## config.mk

```make
export PLATFORM = sky130hd
export DESIGN_NAME = pam_top
export DESIGN_NICKNAME = d
export VERILOG_FILES = /design/src/hw/pam_pkg.sv /design/src/hw/pam_top.sv /design/src/hw/pam_pin_cell.sv
export SDC_FILE = /design/constraint.sdc
export NUM_CORES = 1
export LEC_CHECK = 0
export BUFFER_PORTS_ARGS = -buffer_cell sky130_fd_sc_hd__buf_4
export CORE_MARGIN = 3
export CORE_UTILIZATION = 63
export DETAILED_ROUTE_END_ITERATION = 8
export PLACE_DENSITY = 0.84
export SLEW_MARGIN = 20
export SYNTH_ARGS = -nofsm -noshare
export SYNTH_HDL_FRONTEND = slang
export SYNTH_SLANG_ARGS = --single-unit
```

## constraint.sdc

```tcl
create_clock -name clk_sys -period 4.6 [get_ports clk_sys]
set_clock_uncertainty 0.15 [all_clocks]
set_input_delay 0.69 -clock clk_sys [delete_from_list [all_inputs] [get_ports clk_sys]]
set_output_delay 0.69 -clock clk_sys [all_outputs]
set_load 0.05 [all_outputs]
```

## src/hw/pam_pkg.sv

```systemverilog
package pam_pkg;

  // register addresses on the management bus
  localparam logic [4:0] REG_EXPANSION     = 5'h06;
  localparam logic [4:0] REG_NEXT_PAGE     = 5'h07;
  localparam logic [4:0] REG_MISC_FEATURES = 5'h10;

  // expansion register fields
  localparam int EXP_PD_FAULT_BIT   = 4;
  localparam int EXP_LP_NP_ABLE_BIT = 3;
  localparam int EXP_NP_ABLE_BIT    = 2;
  localparam int EXP_PAGE_RX_BIT    = 1;
  localparam int EXP_LP_AN_ABLE_BIT = 0;

  // next page advertisement fields
  localparam int NP_FURTHER_BIT = 15;
  localparam int NP_MESSAGE_BIT = 13;
  localparam int NP_SECOND_ACKNOWLEDGE_BIT    = 12;
  localparam int NP_TOGGLE_BIT  = 11;
  localparam int NP_CODE_MSB    = 10;
  localparam logic [15:0] NP_RESET      = 16'h2001;
  localparam logic [15:0] NP_WRITE_MASK = 16'hbfff;

  // miscellaneous features fields, upper half only
  localparam int MISC_REPEATER_BIT  = 15;
  localparam int MISC_INT_POL_BIT   = 14;
  localparam int MISC_SQE_INH_BIT   = 11;
  localparam int MISC_LOOPBACK_BIT  = 10;
  localparam int MISC_AUX1_DATA_BIT = 9;
  localparam int MISC_AUX1_DIR_BIT  = 8;
  localparam logic [15:0] MISC_RESET      = 16'h0100;
  localparam logic [15:0] MISC_WRITE_MASK = 16'hff00;

  // management frame layout
  localparam logic [5:0] PREAMBLE_ONES   = 6'h20;
  localparam logic [4:0] HEADER_LAST     = 5'h0c;
  localparam logic [4:0] TURN_LAST       = 5'h01;
  localparam logic [4:0] WDATA_LAST      = 5'h0f;
  localparam logic [4:0] RD_TURN_DRIVE   = 5'h01;
  localparam logic [4:0] RD_DATA_FIRST   = 5'h02;
  localparam logic [4:0] RD_RELEASE      = 5'h12;
  localparam logic [1:0] OP_READ         = 2'h2;
  localparam logic [1:0] OP_WRITE        = 2'h1;

  // collision test pulse after a 10 Mb/s transmission
  localparam int CLK_PERIOD_NS = 8;
  localparam int SQE_PULSE_NS  = 1000;
  localparam logic [7:0] SQE_PULSE_CYCLES =
    8'((SQE_PULSE_NS + CLK_PERIOD_NS - 1) / CLK_PERIOD_NS);

  typedef enum logic [2:0] {
    FRAME_PREAMBLE,
    FRAME_HEADER,
    FRAME_TURN,
    FRAME_WRITE_DATA,
    FRAME_READ_DATA
  } pam_frame_type;

endpackage

```

## src/hw/pam_top.sv

```systemverilog
`timescale 1ns/1ns
// Operation
// - parallel detection fault latches, clears on read
// - page received latches, clears on read
// - partner next-page ability shown read-only
// - local next-page ability always reads one
// - partner auto-negotiation ability shown read-only
// - further page request flag, writable, reset zero
// - message page flag, writable, reset one
// - second acknowledge flag, writable, reset zero
// - toggle inverts previous transmitted value
// - eleven-bit code field, writable, default one
// - repeater mode: no duplex, receive-only CRS, no SQE
// - interrupt pin polarity select, default active low
// - SQE pulse after 10BASE-T transmit unless inhibited
// - 10BASE-T loopback enable, default off
// - aux pin 1 data: sampled or driven
// - aux pin 1 direction, one is input
module pam_top (
  input  wire logic        clk_sys,
  input  wire logic        reset,
  input  wire logic [4:0]  phy_address,
  input  wire logic        mdc,
  input  wire logic        mdio_in,
  output logic             mdio_out,
  output logic             mdio_oe,
  input  wire logic        repeater_strap_pin,
  input  wire logic        parallel_fault_event,
  input  wire logic        page_received_event,
  input  wire logic        partner_next_page_able,
  input  wire logic        partner_autoneg_able,
  input  wire logic        next_page_sent,
  output logic [15:0]      next_page_word,
  input  wire logic        speed_10bt,
  input  wire logic        duplex_resolved,
  input  wire logic        rx_activity,
  input  wire logic        tx_activity,
  input  wire logic        collision_detect,
  input  wire logic        tx_done,
  output logic             full_duplex_active,
  output logic             crs,
  output logic             col,
  output logic             loopback_10bt,
  output logic             repeater_mode,
  input  wire logic        interrupt_request,
  output logic             interrupt_request_pin,
  input  wire logic        aux1_in,
  output logic             aux1_out,
  output logic             aux1_oe
);
  import pam_pkg::*;

  // one-hot register select: expansion, next page, features
  function automatic logic [2:0] reg_select(input logic [4:0] addr);
    logic [2:0] sel;
    sel    = 3'h0;
    sel[0] = (addr == REG_EXPANSION);
    sel[1] = (addr == REG_NEXT_PAGE);
    sel[2] = (addr == REG_MISC_FEATURES);
    return sel;
  endfunction

  logic          mdc_prev;
  logic          mdc_rise;
  logic          mdc_fall;
  pam_frame_type frame_state;
  logic [5:0]    ones_count;
  logic [4:0]    bit_count;
  logic [11:0]   header;
  logic [12:0]   header_full;
  logic [14:0]   wdata;
  logic [15:0]   wdata_full;
  logic [4:0]    write_addr;
  logic [15:0]   read_shift;
  logic          header_done;
  logic          frame_ok;
  logic          read_strobe;
  logic          write_strobe;
  logic [2:0]    read_sel;
  logic [2:0]    write_sel;
  logic [15:0]   read_word;
  logic          pd_fault;
  logic          page_rx;
  logic [15:0]   np_reg;
  logic [15:0]   misc_reg;
  logic          strap_taken;
  logic          aux1_sampled;
  logic [7:0]    sqe_count;
  logic          sqe_start;

  // mdc is sampled as a plain synchronous input
  always_ff @(posedge clk_sys) begin
    if (reset) begin
      mdc_prev <= 1'b0;
    end else begin
      mdc_prev <= mdc;
    end
  end

  assign mdc_rise = mdc & ~mdc_prev;
  assign mdc_fall = ~mdc & mdc_prev;

  assign header_full = {header, mdio_in};
  assign wdata_full  = {wdata, mdio_in};
  assign header_done = (frame_state == FRAME_HEADER) && mdc_rise && (bit_count == HEADER_LAST);
  assign frame_ok    = header_full[12] && (header_full[9:5] == phy_address);
  assign read_strobe = header_done && frame_ok && (header_full[11:10] == OP_READ);
  assign read_sel    = reg_select(header_full[4:0]);
  assign write_strobe = (frame_state == FRAME_WRITE_DATA) && mdc_rise && (bit_count == WDATA_LAST);
  assign write_sel   = reg_select(write_addr);

  // frame sequencer; a bad or foreign frame waits for a fresh preamble
  always_ff @(posedge clk_sys) begin
    if (reset) begin
      frame_state <= FRAME_PREAMBLE;
      ones_count  <= 6'h00;
      bit_count   <= 5'h00;
    end else begin
      case (frame_state)
        FRAME_PREAMBLE: begin
          if (mdc_rise) begin
            if (mdio_in) begin
              if (ones_count != PREAMBLE_ONES) begin
                ones_count <= ones_count + 6'h01;
              end
            end else if (ones_count == PREAMBLE_ONES) begin
              frame_state <= FRAME_HEADER;
              bit_count   <= 5'h00;
            end else begin
              ones_count <= 6'h00;
            end
          end
        end
        FRAME_HEADER: begin
          if (mdc_rise) begin
            bit_count <= bit_count + 5'h01;
            if (header_done) begin
              bit_count  <= 5'h00;
              ones_count <= 6'h00;
              if (read_strobe) begin
                frame_state <= FRAME_READ_DATA;
              end else if (frame_ok && header_full[11:10] == OP_WRITE) begin
                frame_state <= FRAME_TURN;
              end else begin
                frame_state <= FRAME_PREAMBLE;
              end
            end
          end
        end
        FRAME_TURN: begin
          if (mdc_rise) begin
            bit_count <= bit_count + 5'h01;
            if (bit_count == TURN_LAST) begin
              frame_state <= FRAME_WRITE_DATA;
              bit_count   <= 5'h00;
            end
          end
        end
        FRAME_WRITE_DATA: begin
          if (mdc_rise) begin
            bit_count <= bit_count + 5'h01;
            if (write_strobe) begin
              frame_state <= FRAME_PREAMBLE;
              bit_count   <= 5'h00;
            end
          end
        end
        FRAME_READ_DATA: begin
          if (mdc_fall) begin
            bit_count <= bit_count + 5'h01;
            if (bit_count == RD_RELEASE) begin
              frame_state <= FRAME_PREAMBLE;
              bit_count   <= 5'h00;
            end
          end
        end
        default: begin
          frame_state <= FRAME_PREAMBLE;
          bit_count   <= 5'h00;
        end
      endcase
    end
  end

  always_ff @(posedge clk_sys) begin
    if (reset) begin
      header     <= 12'h000;
      wdata      <= 15'h0000;
      write_addr <= 5'h00;
    end else begin
      if (frame_state == FRAME_HEADER && mdc_rise) begin
        header <= header_full[11:0];
      end
      if (header_done) begin
        write_addr <= header_full[4:0];
      end
      if (frame_state == FRAME_WRITE_DATA && mdc_rise) begin
        wdata <= wdata_full[14:0];
      end
    end
  end

  // read mux; unmapped addresses, reserved ones included, read zero
  always_comb begin
    read_word = 16'h0000;
    if (read_sel[0]) begin
      read_word[EXP_PD_FAULT_BIT]   = pd_fault;
      read_word[EXP_LP_NP_ABLE_BIT] = partner_next_page_able;
      read_word[EXP_NP_ABLE_BIT]    = 1'b1;
      read_word[EXP_PAGE_RX_BIT]    = page_rx;
      read_word[EXP_LP_AN_ABLE_BIT] = partner_autoneg_able;
    end else if (read_sel[1]) begin
      read_word = np_reg;
    end else if (read_sel[2]) begin
      read_word = misc_reg;
      if (misc_reg[MISC_AUX1_DIR_BIT]) begin
        read_word[MISC_AUX1_DATA_BIT] = aux1_sampled;
      end
    end
  end

  // data is driven after the falling edge so the controller samples it stable on the rise
  always_ff @(posedge clk_sys) begin
    if (reset) begin
      read_shift <= 16'h0000;
      mdio_out   <= 1'b0;
      mdio_oe    <= 1'b0;
    end else begin
      if (read_strobe) begin
        read_shift <= read_word;
      end else if (frame_state == FRAME_READ_DATA && mdc_fall) begin
        if (bit_count == RD_TURN_DRIVE) begin
          mdio_oe  <= 1'b1;
          mdio_out <= 1'b0;
        end else if (bit_count >= RD_DATA_FIRST && bit_count < RD_RELEASE) begin
          mdio_out   <= read_shift[15];
          read_shift <= {read_shift[14:0], 1'b0};
        end else begin
          mdio_oe  <= 1'b0;
          mdio_out <= 1'b0;
        end
      end
    end
  end

  // latched events: a set in the clearing read cycle survives, and shows on the next read
  always_ff @(posedge clk_sys) begin
    if (reset) begin
      pd_fault <= 1'b0;
      page_rx  <= 1'b0;
    end else begin
      pd_fault <= (pd_fault & ~(read_strobe & read_sel[0])) | parallel_fault_event;
      page_rx  <= (page_rx & ~(read_strobe & read_sel[0])) | page_received_event;
    end
  end

  // writes to the expansion register fall through with no effect
  always_ff @(posedge clk_sys) begin
    if (reset) begin
      np_reg <= NP_RESET;
    end else if (write_strobe && write_sel[1]) begin
      np_reg <= wdata_full & NP_WRITE_MASK;
    end else if (next_page_sent) begin
      np_reg[NP_TOGGLE_BIT] <= ~np_reg[NP_TOGGLE_BIT];
    end
  end

  always_ff @(posedge clk_sys) begin
    if (reset) begin
      next_page_word <= NP_RESET;
    end else begin
      next_page_word <= np_reg;
    end
  end

  // the strap is caught on the first cycle after release, never inside reset
  always_ff @(posedge clk_sys) begin
    if (reset) begin
      strap_taken <= 1'b0;
    end else begin
      strap_taken <= 1'b1;
    end
  end

  // reserved bits 13:12 are stored as written; software keeps them zero
  always_ff @(posedge clk_sys) begin
    if (reset) begin
      misc_reg <= MISC_RESET;
    end else if (write_strobe && write_sel[2]) begin
      misc_reg <= wdata_full & MISC_WRITE_MASK;
    end else if (!strap_taken) begin
      misc_reg[MISC_REPEATER_BIT] <= repeater_strap_pin;
    end
  end

  assign sqe_start = tx_done && speed_10bt && !misc_reg[MISC_SQE_INH_BIT] && !misc_reg[MISC_REPEATER_BIT];

  always_ff @(posedge clk_sys) begin
    if (reset) begin
      sqe_count <= 8'h00;
    end else if (sqe_start) begin
      sqe_count <= SQE_PULSE_CYCLES;
    end else if (sqe_count != 8'h00) begin
      sqe_count <= sqe_count - 8'h01;
    end
  end

  always_ff @(posedge clk_sys) begin
    if (reset) begin
      col <= 1'b0;
      crs <= 1'b0;
      full_duplex_active <= 1'b0;
    end else begin
      col <= collision_detect | (sqe_count != 8'h00);
      crs <= misc_reg[MISC_REPEATER_BIT] ? rx_activity : (rx_activity | tx_activity);
      full_duplex_active <= duplex_resolved & ~misc_reg[MISC_REPEATER_BIT];
    end
  end

  always_ff @(posedge clk_sys) begin
    if (reset) begin
      loopback_10bt <= 1'b0;
      repeater_mode <= 1'b0;
    end else begin
      loopback_10bt <= misc_reg[MISC_LOOPBACK_BIT] & speed_10bt;
      repeater_mode <= misc_reg[MISC_REPEATER_BIT];
    end
  end

  pam_pin_cell u_pin_cell (
    .clk_sys         (clk_sys),
    .reset           (reset),
    .dir_is_input    (misc_reg[MISC_AUX1_DIR_BIT]),
    .drive_value     (misc_reg[MISC_AUX1_DATA_BIT]),
    .pin_in          (aux1_in),
    .pin_out         (aux1_out),
    .pin_oe          (aux1_oe),
    .pin_sampled     (aux1_sampled),
    .irq_request     (interrupt_request),
    .irq_active_high (misc_reg[MISC_INT_POL_BIT]),
    .irq_pin         (interrupt_request_pin)
  );

endmodule

```

## src/hw/pam_pin_cell.sv

```systemverilog
`timescale 1ns/1ns
module pam_pin_cell (
  input  wire logic clk_sys,
  input  wire logic reset,
  input  wire logic dir_is_input,
  input  wire logic drive_value,
  input  wire logic pin_in,
  output logic      pin_out,
  output logic      pin_oe,
  output logic      pin_sampled,
  input  wire logic irq_request,
  input  wire logic irq_active_high,
  output logic      irq_pin
);

  always_ff @(posedge clk_sys) begin
    if (reset) begin
      pin_oe  <= 1'b0;
      pin_out <= 1'b0;
    end else begin
      pin_oe  <= ~dir_is_input;
      pin_out <= drive_value;
    end
  end

  always_ff @(posedge clk_sys) begin
    if (reset) begin
      pin_sampled <= 1'b0;
    end else begin
      pin_sampled <= pin_in;
    end
  end

  // idle level follows the polarity so the external pull resistor agrees
  always_ff @(posedge clk_sys) begin
    if (reset) begin
      irq_pin <= 1'b1;
    end else begin
      irq_pin <= irq_active_high ? irq_request : ~irq_request;
    end
  end

endmodule

```

==> impl_results.md <==
- DRC: 0
- Root buffer cell: clkbuf_8
- Buffers on Ports: 47
- Commonest cells post-synth: 123 x dfxtp_1, 73 x nand2_1, 50 x nor2_1
- DRT Pass-1 Iters: 7
- Sequential area share after synthesis: 46.86%
- Max cap viols: 0
- GRT Util Overall: 26.13%
- Setup slack, reg-to-reg: 1730 ps
- # diodes: 0
- LEAKAGE: 0.002236 µW
- Outcome: finished, final reports clean
- Die Area: 9473 µm²
- IO Count: 49
- P&R area growth vs syn: 18.21%
- DR vias/cell: 6.022
- Post-CTS Setup Inserts: 0
- FF-to-FF End: read_shift[10]
- DIE WIDTH: 97.33 µm
- Slew Limit Fails: 0
- GPL Wtd Cong: 0.8495
- Longest Clk Path Bufs: 2
- CTS tree: done
- Cells after Synth: 569
- Site Rows: 32
- Reg clk slew, reported paths: 60 ps
- Vias in the first global route: 4,264
- Area of the core: 7928 µm²
- Largest net degree at the start of global routing: 72
- Htree depth: 4
- CP endpoint: read_shift[10]
- Max Clk Rate: 348.5 MHz
- VDD IR max: 0.0003889 V
- Worst Max-Slew Pin Slew: 1039 ps
- Post-CTS Hold Buffers: 0
- Initial antenna violation count: 0
- FF-to-FF path depth: 5
- Most common cell in the synthesized netlist: dfxtp_1
- Detailed placement HPWL: 7239 µm
- Drt first-iter violations: 231
- Starting Density: 66.29%
- Crit path from: frame_state[2]
- Fraction of registers with async set or reset after synthesis: 0%
- Post-synth EDFFs: 0
- Setup TNS Final: 0 ps
- CTS Sinks: 123
- Synth warn: 0
- Period utilization: 62.37%
- Total CTS buffers: 17
- Worst Path Required: 4810 ps
- Reg-to-reg startpoint: frame_state[2]
- Crit end category: register
- Post-route antenna net violation count: 0
- Hold crit path type: in -> reg
- Main synth FF type: dfxtp_1
- CP Launch Type: register
- Fin. Hold Viols: 0
- CP max FO: 18
- Min Clock Period, post-route: 2869 ps
- Layout cells sized above 1: 16.26%
- Unrepaired setup endpoints after global routing: false
- Routed via count: 4,318
- First-pass GRT wire length: 20,290 µm
- Max reg flops: 16
- Critical path class: reg -> reg
- Worst setup margin: 1731 ps
- Share of the synthesized area in the top cell type: 46.86%
- Flops & latches, synth: 123
- Worst EP arrival: 3070 ps
- FILL cells: 505
- Final Setup Violations: 0
- Top reg by flops: read_shift
- WL final: 12,210 µm
- Synth area leaders: dfxtp_1 47%, mux2i_1 7.2%, nand2_1 5.2%, a21oi_1 4.3%, nor2_1 3.6%
- Pwr dens: 455.2 nW/µm²
- Post-Syn Area: 5255 µm²
- Post_cts resized: 0
- Number of library cell types mapped by synthesis: 64
- Post-synth top area cell: dfxtp_1
- Clk_lat worst skew: 520 ps
- Fin nets: 634
- Mapped Nets: 601
- Die height: 97.33 µm
- Grt ovf: 0
- Slew headroom: 30.70%
- Post-Place Setup Slack: 1499 ps
- Syn Area/Cell: 9.236 µm²
- Routed len/inst: 17.03 µm
[worst min path at each step]
stage	start	to	slack, ps	cells past startpoint
3_5_place_dp	header[11]	header[11]	300	2
6_report	collision_detect	col	230	3
3_3_place_gp	header[11]	header[11]	290	2
2_1_floorplan	misc_reg[8]	u_pin_cell.pin_oe	280	1
4_1_cts	parallel_fault_event	pd_fault	220	2
5_1_grt	parallel_fault_event	pd_fault	220	2
[metrics by stage]
step / cell area, µm² / instances / util, % / hold WS, ps / power (µW)
floorplan: 5255 / 569 / - / 279.4 / 1335
global placement: 5568 / 685 / 70.23 / 293.2 / 1379
detailed placement: 5568 / 685 / 70.23 / 297.7 / 1390
CTS: 6207 / 717 / 78.30 / 219.2 / 2831
global route: 6212 / 717 / 78.36 / 223.0 / 2905
finish: 6212 / 717 / 78.36 / 225.2 / 2827
[where the power goes]
part | total, µW | leakage (µW) | switching, µW | internal, µW
clock | 1440 | 0.000312 | 538 | 903
sequential | 1140 | 0.000996 | 34.6 | 1100
combinational | 247 | 0.000928 | 142 | 106
total | 2830 | 0.00224 | 714 | 2110
[final cells by class]
cell class	count	area (µm²)	share of cell area (%)
multi-input combinational	396	2559	41.19
sequential	123	2462	39.64
clock buffer	17	414.1	6.667
timing repair buffer	49	367.9	5.921
clock inverter	15	225.2	3.625
tap	102	127.6	2.054
inverter	15	56.30	0.9063
[cells by family (layout without fill, tap and decap cells)]
kind of cell / after synthesis / after routing / synth area share [%]
simple gates: 229 / 229 / 23.38
compound gates: 101 / 101 / 12.62
mux: 41 / 41 / 7.881
xor+xnor: 15 / 15 / 2.500
fa+ha+maj: 9 / 9 / 2.143
other cells: 1 / 1 / 0.07136
buf+inv: 50 / 96 / 4.547
flops: 123 / 123 / 46.86
[layer usage]
metal	routed length, µm	track usage [%]	part of all wire (%)	up-vias
li1	-	-	-	2065
met4	233	8.946	1.9	0
met5	0	0	0	-
met2	6407	46.71	52	134
met3	616	6.389	5.0	26
met1	4951	30.51	41	2093
[critical path, stage by stage, from the launching register on]
cell,delay [ps]
dfxtp_1,430
or3b_1,580
nor4_1,400
nand3_1,590
a221oi_1,470
a211oi_1,90
[cells in the final DEF, fill, tap and decap left out, drive strengths merged, types with 5 or more instances in the layout]
cell type  count
and2           5
dfxtp        123
nor4           6
xnor2         10
a21oi         45
buf           49
nor3b          5
and3           6
nand2         73
xor2           5
nand3         23
clkbuf        17
mux2i         38
nand4          5
a211oi         9
nor2          50
nor2b         16
ha             9
nor3           8
a221oi         6
o21ai          9
inv           23
a31oi          9
Note: power is estimated with default switching activity, not from simulation.
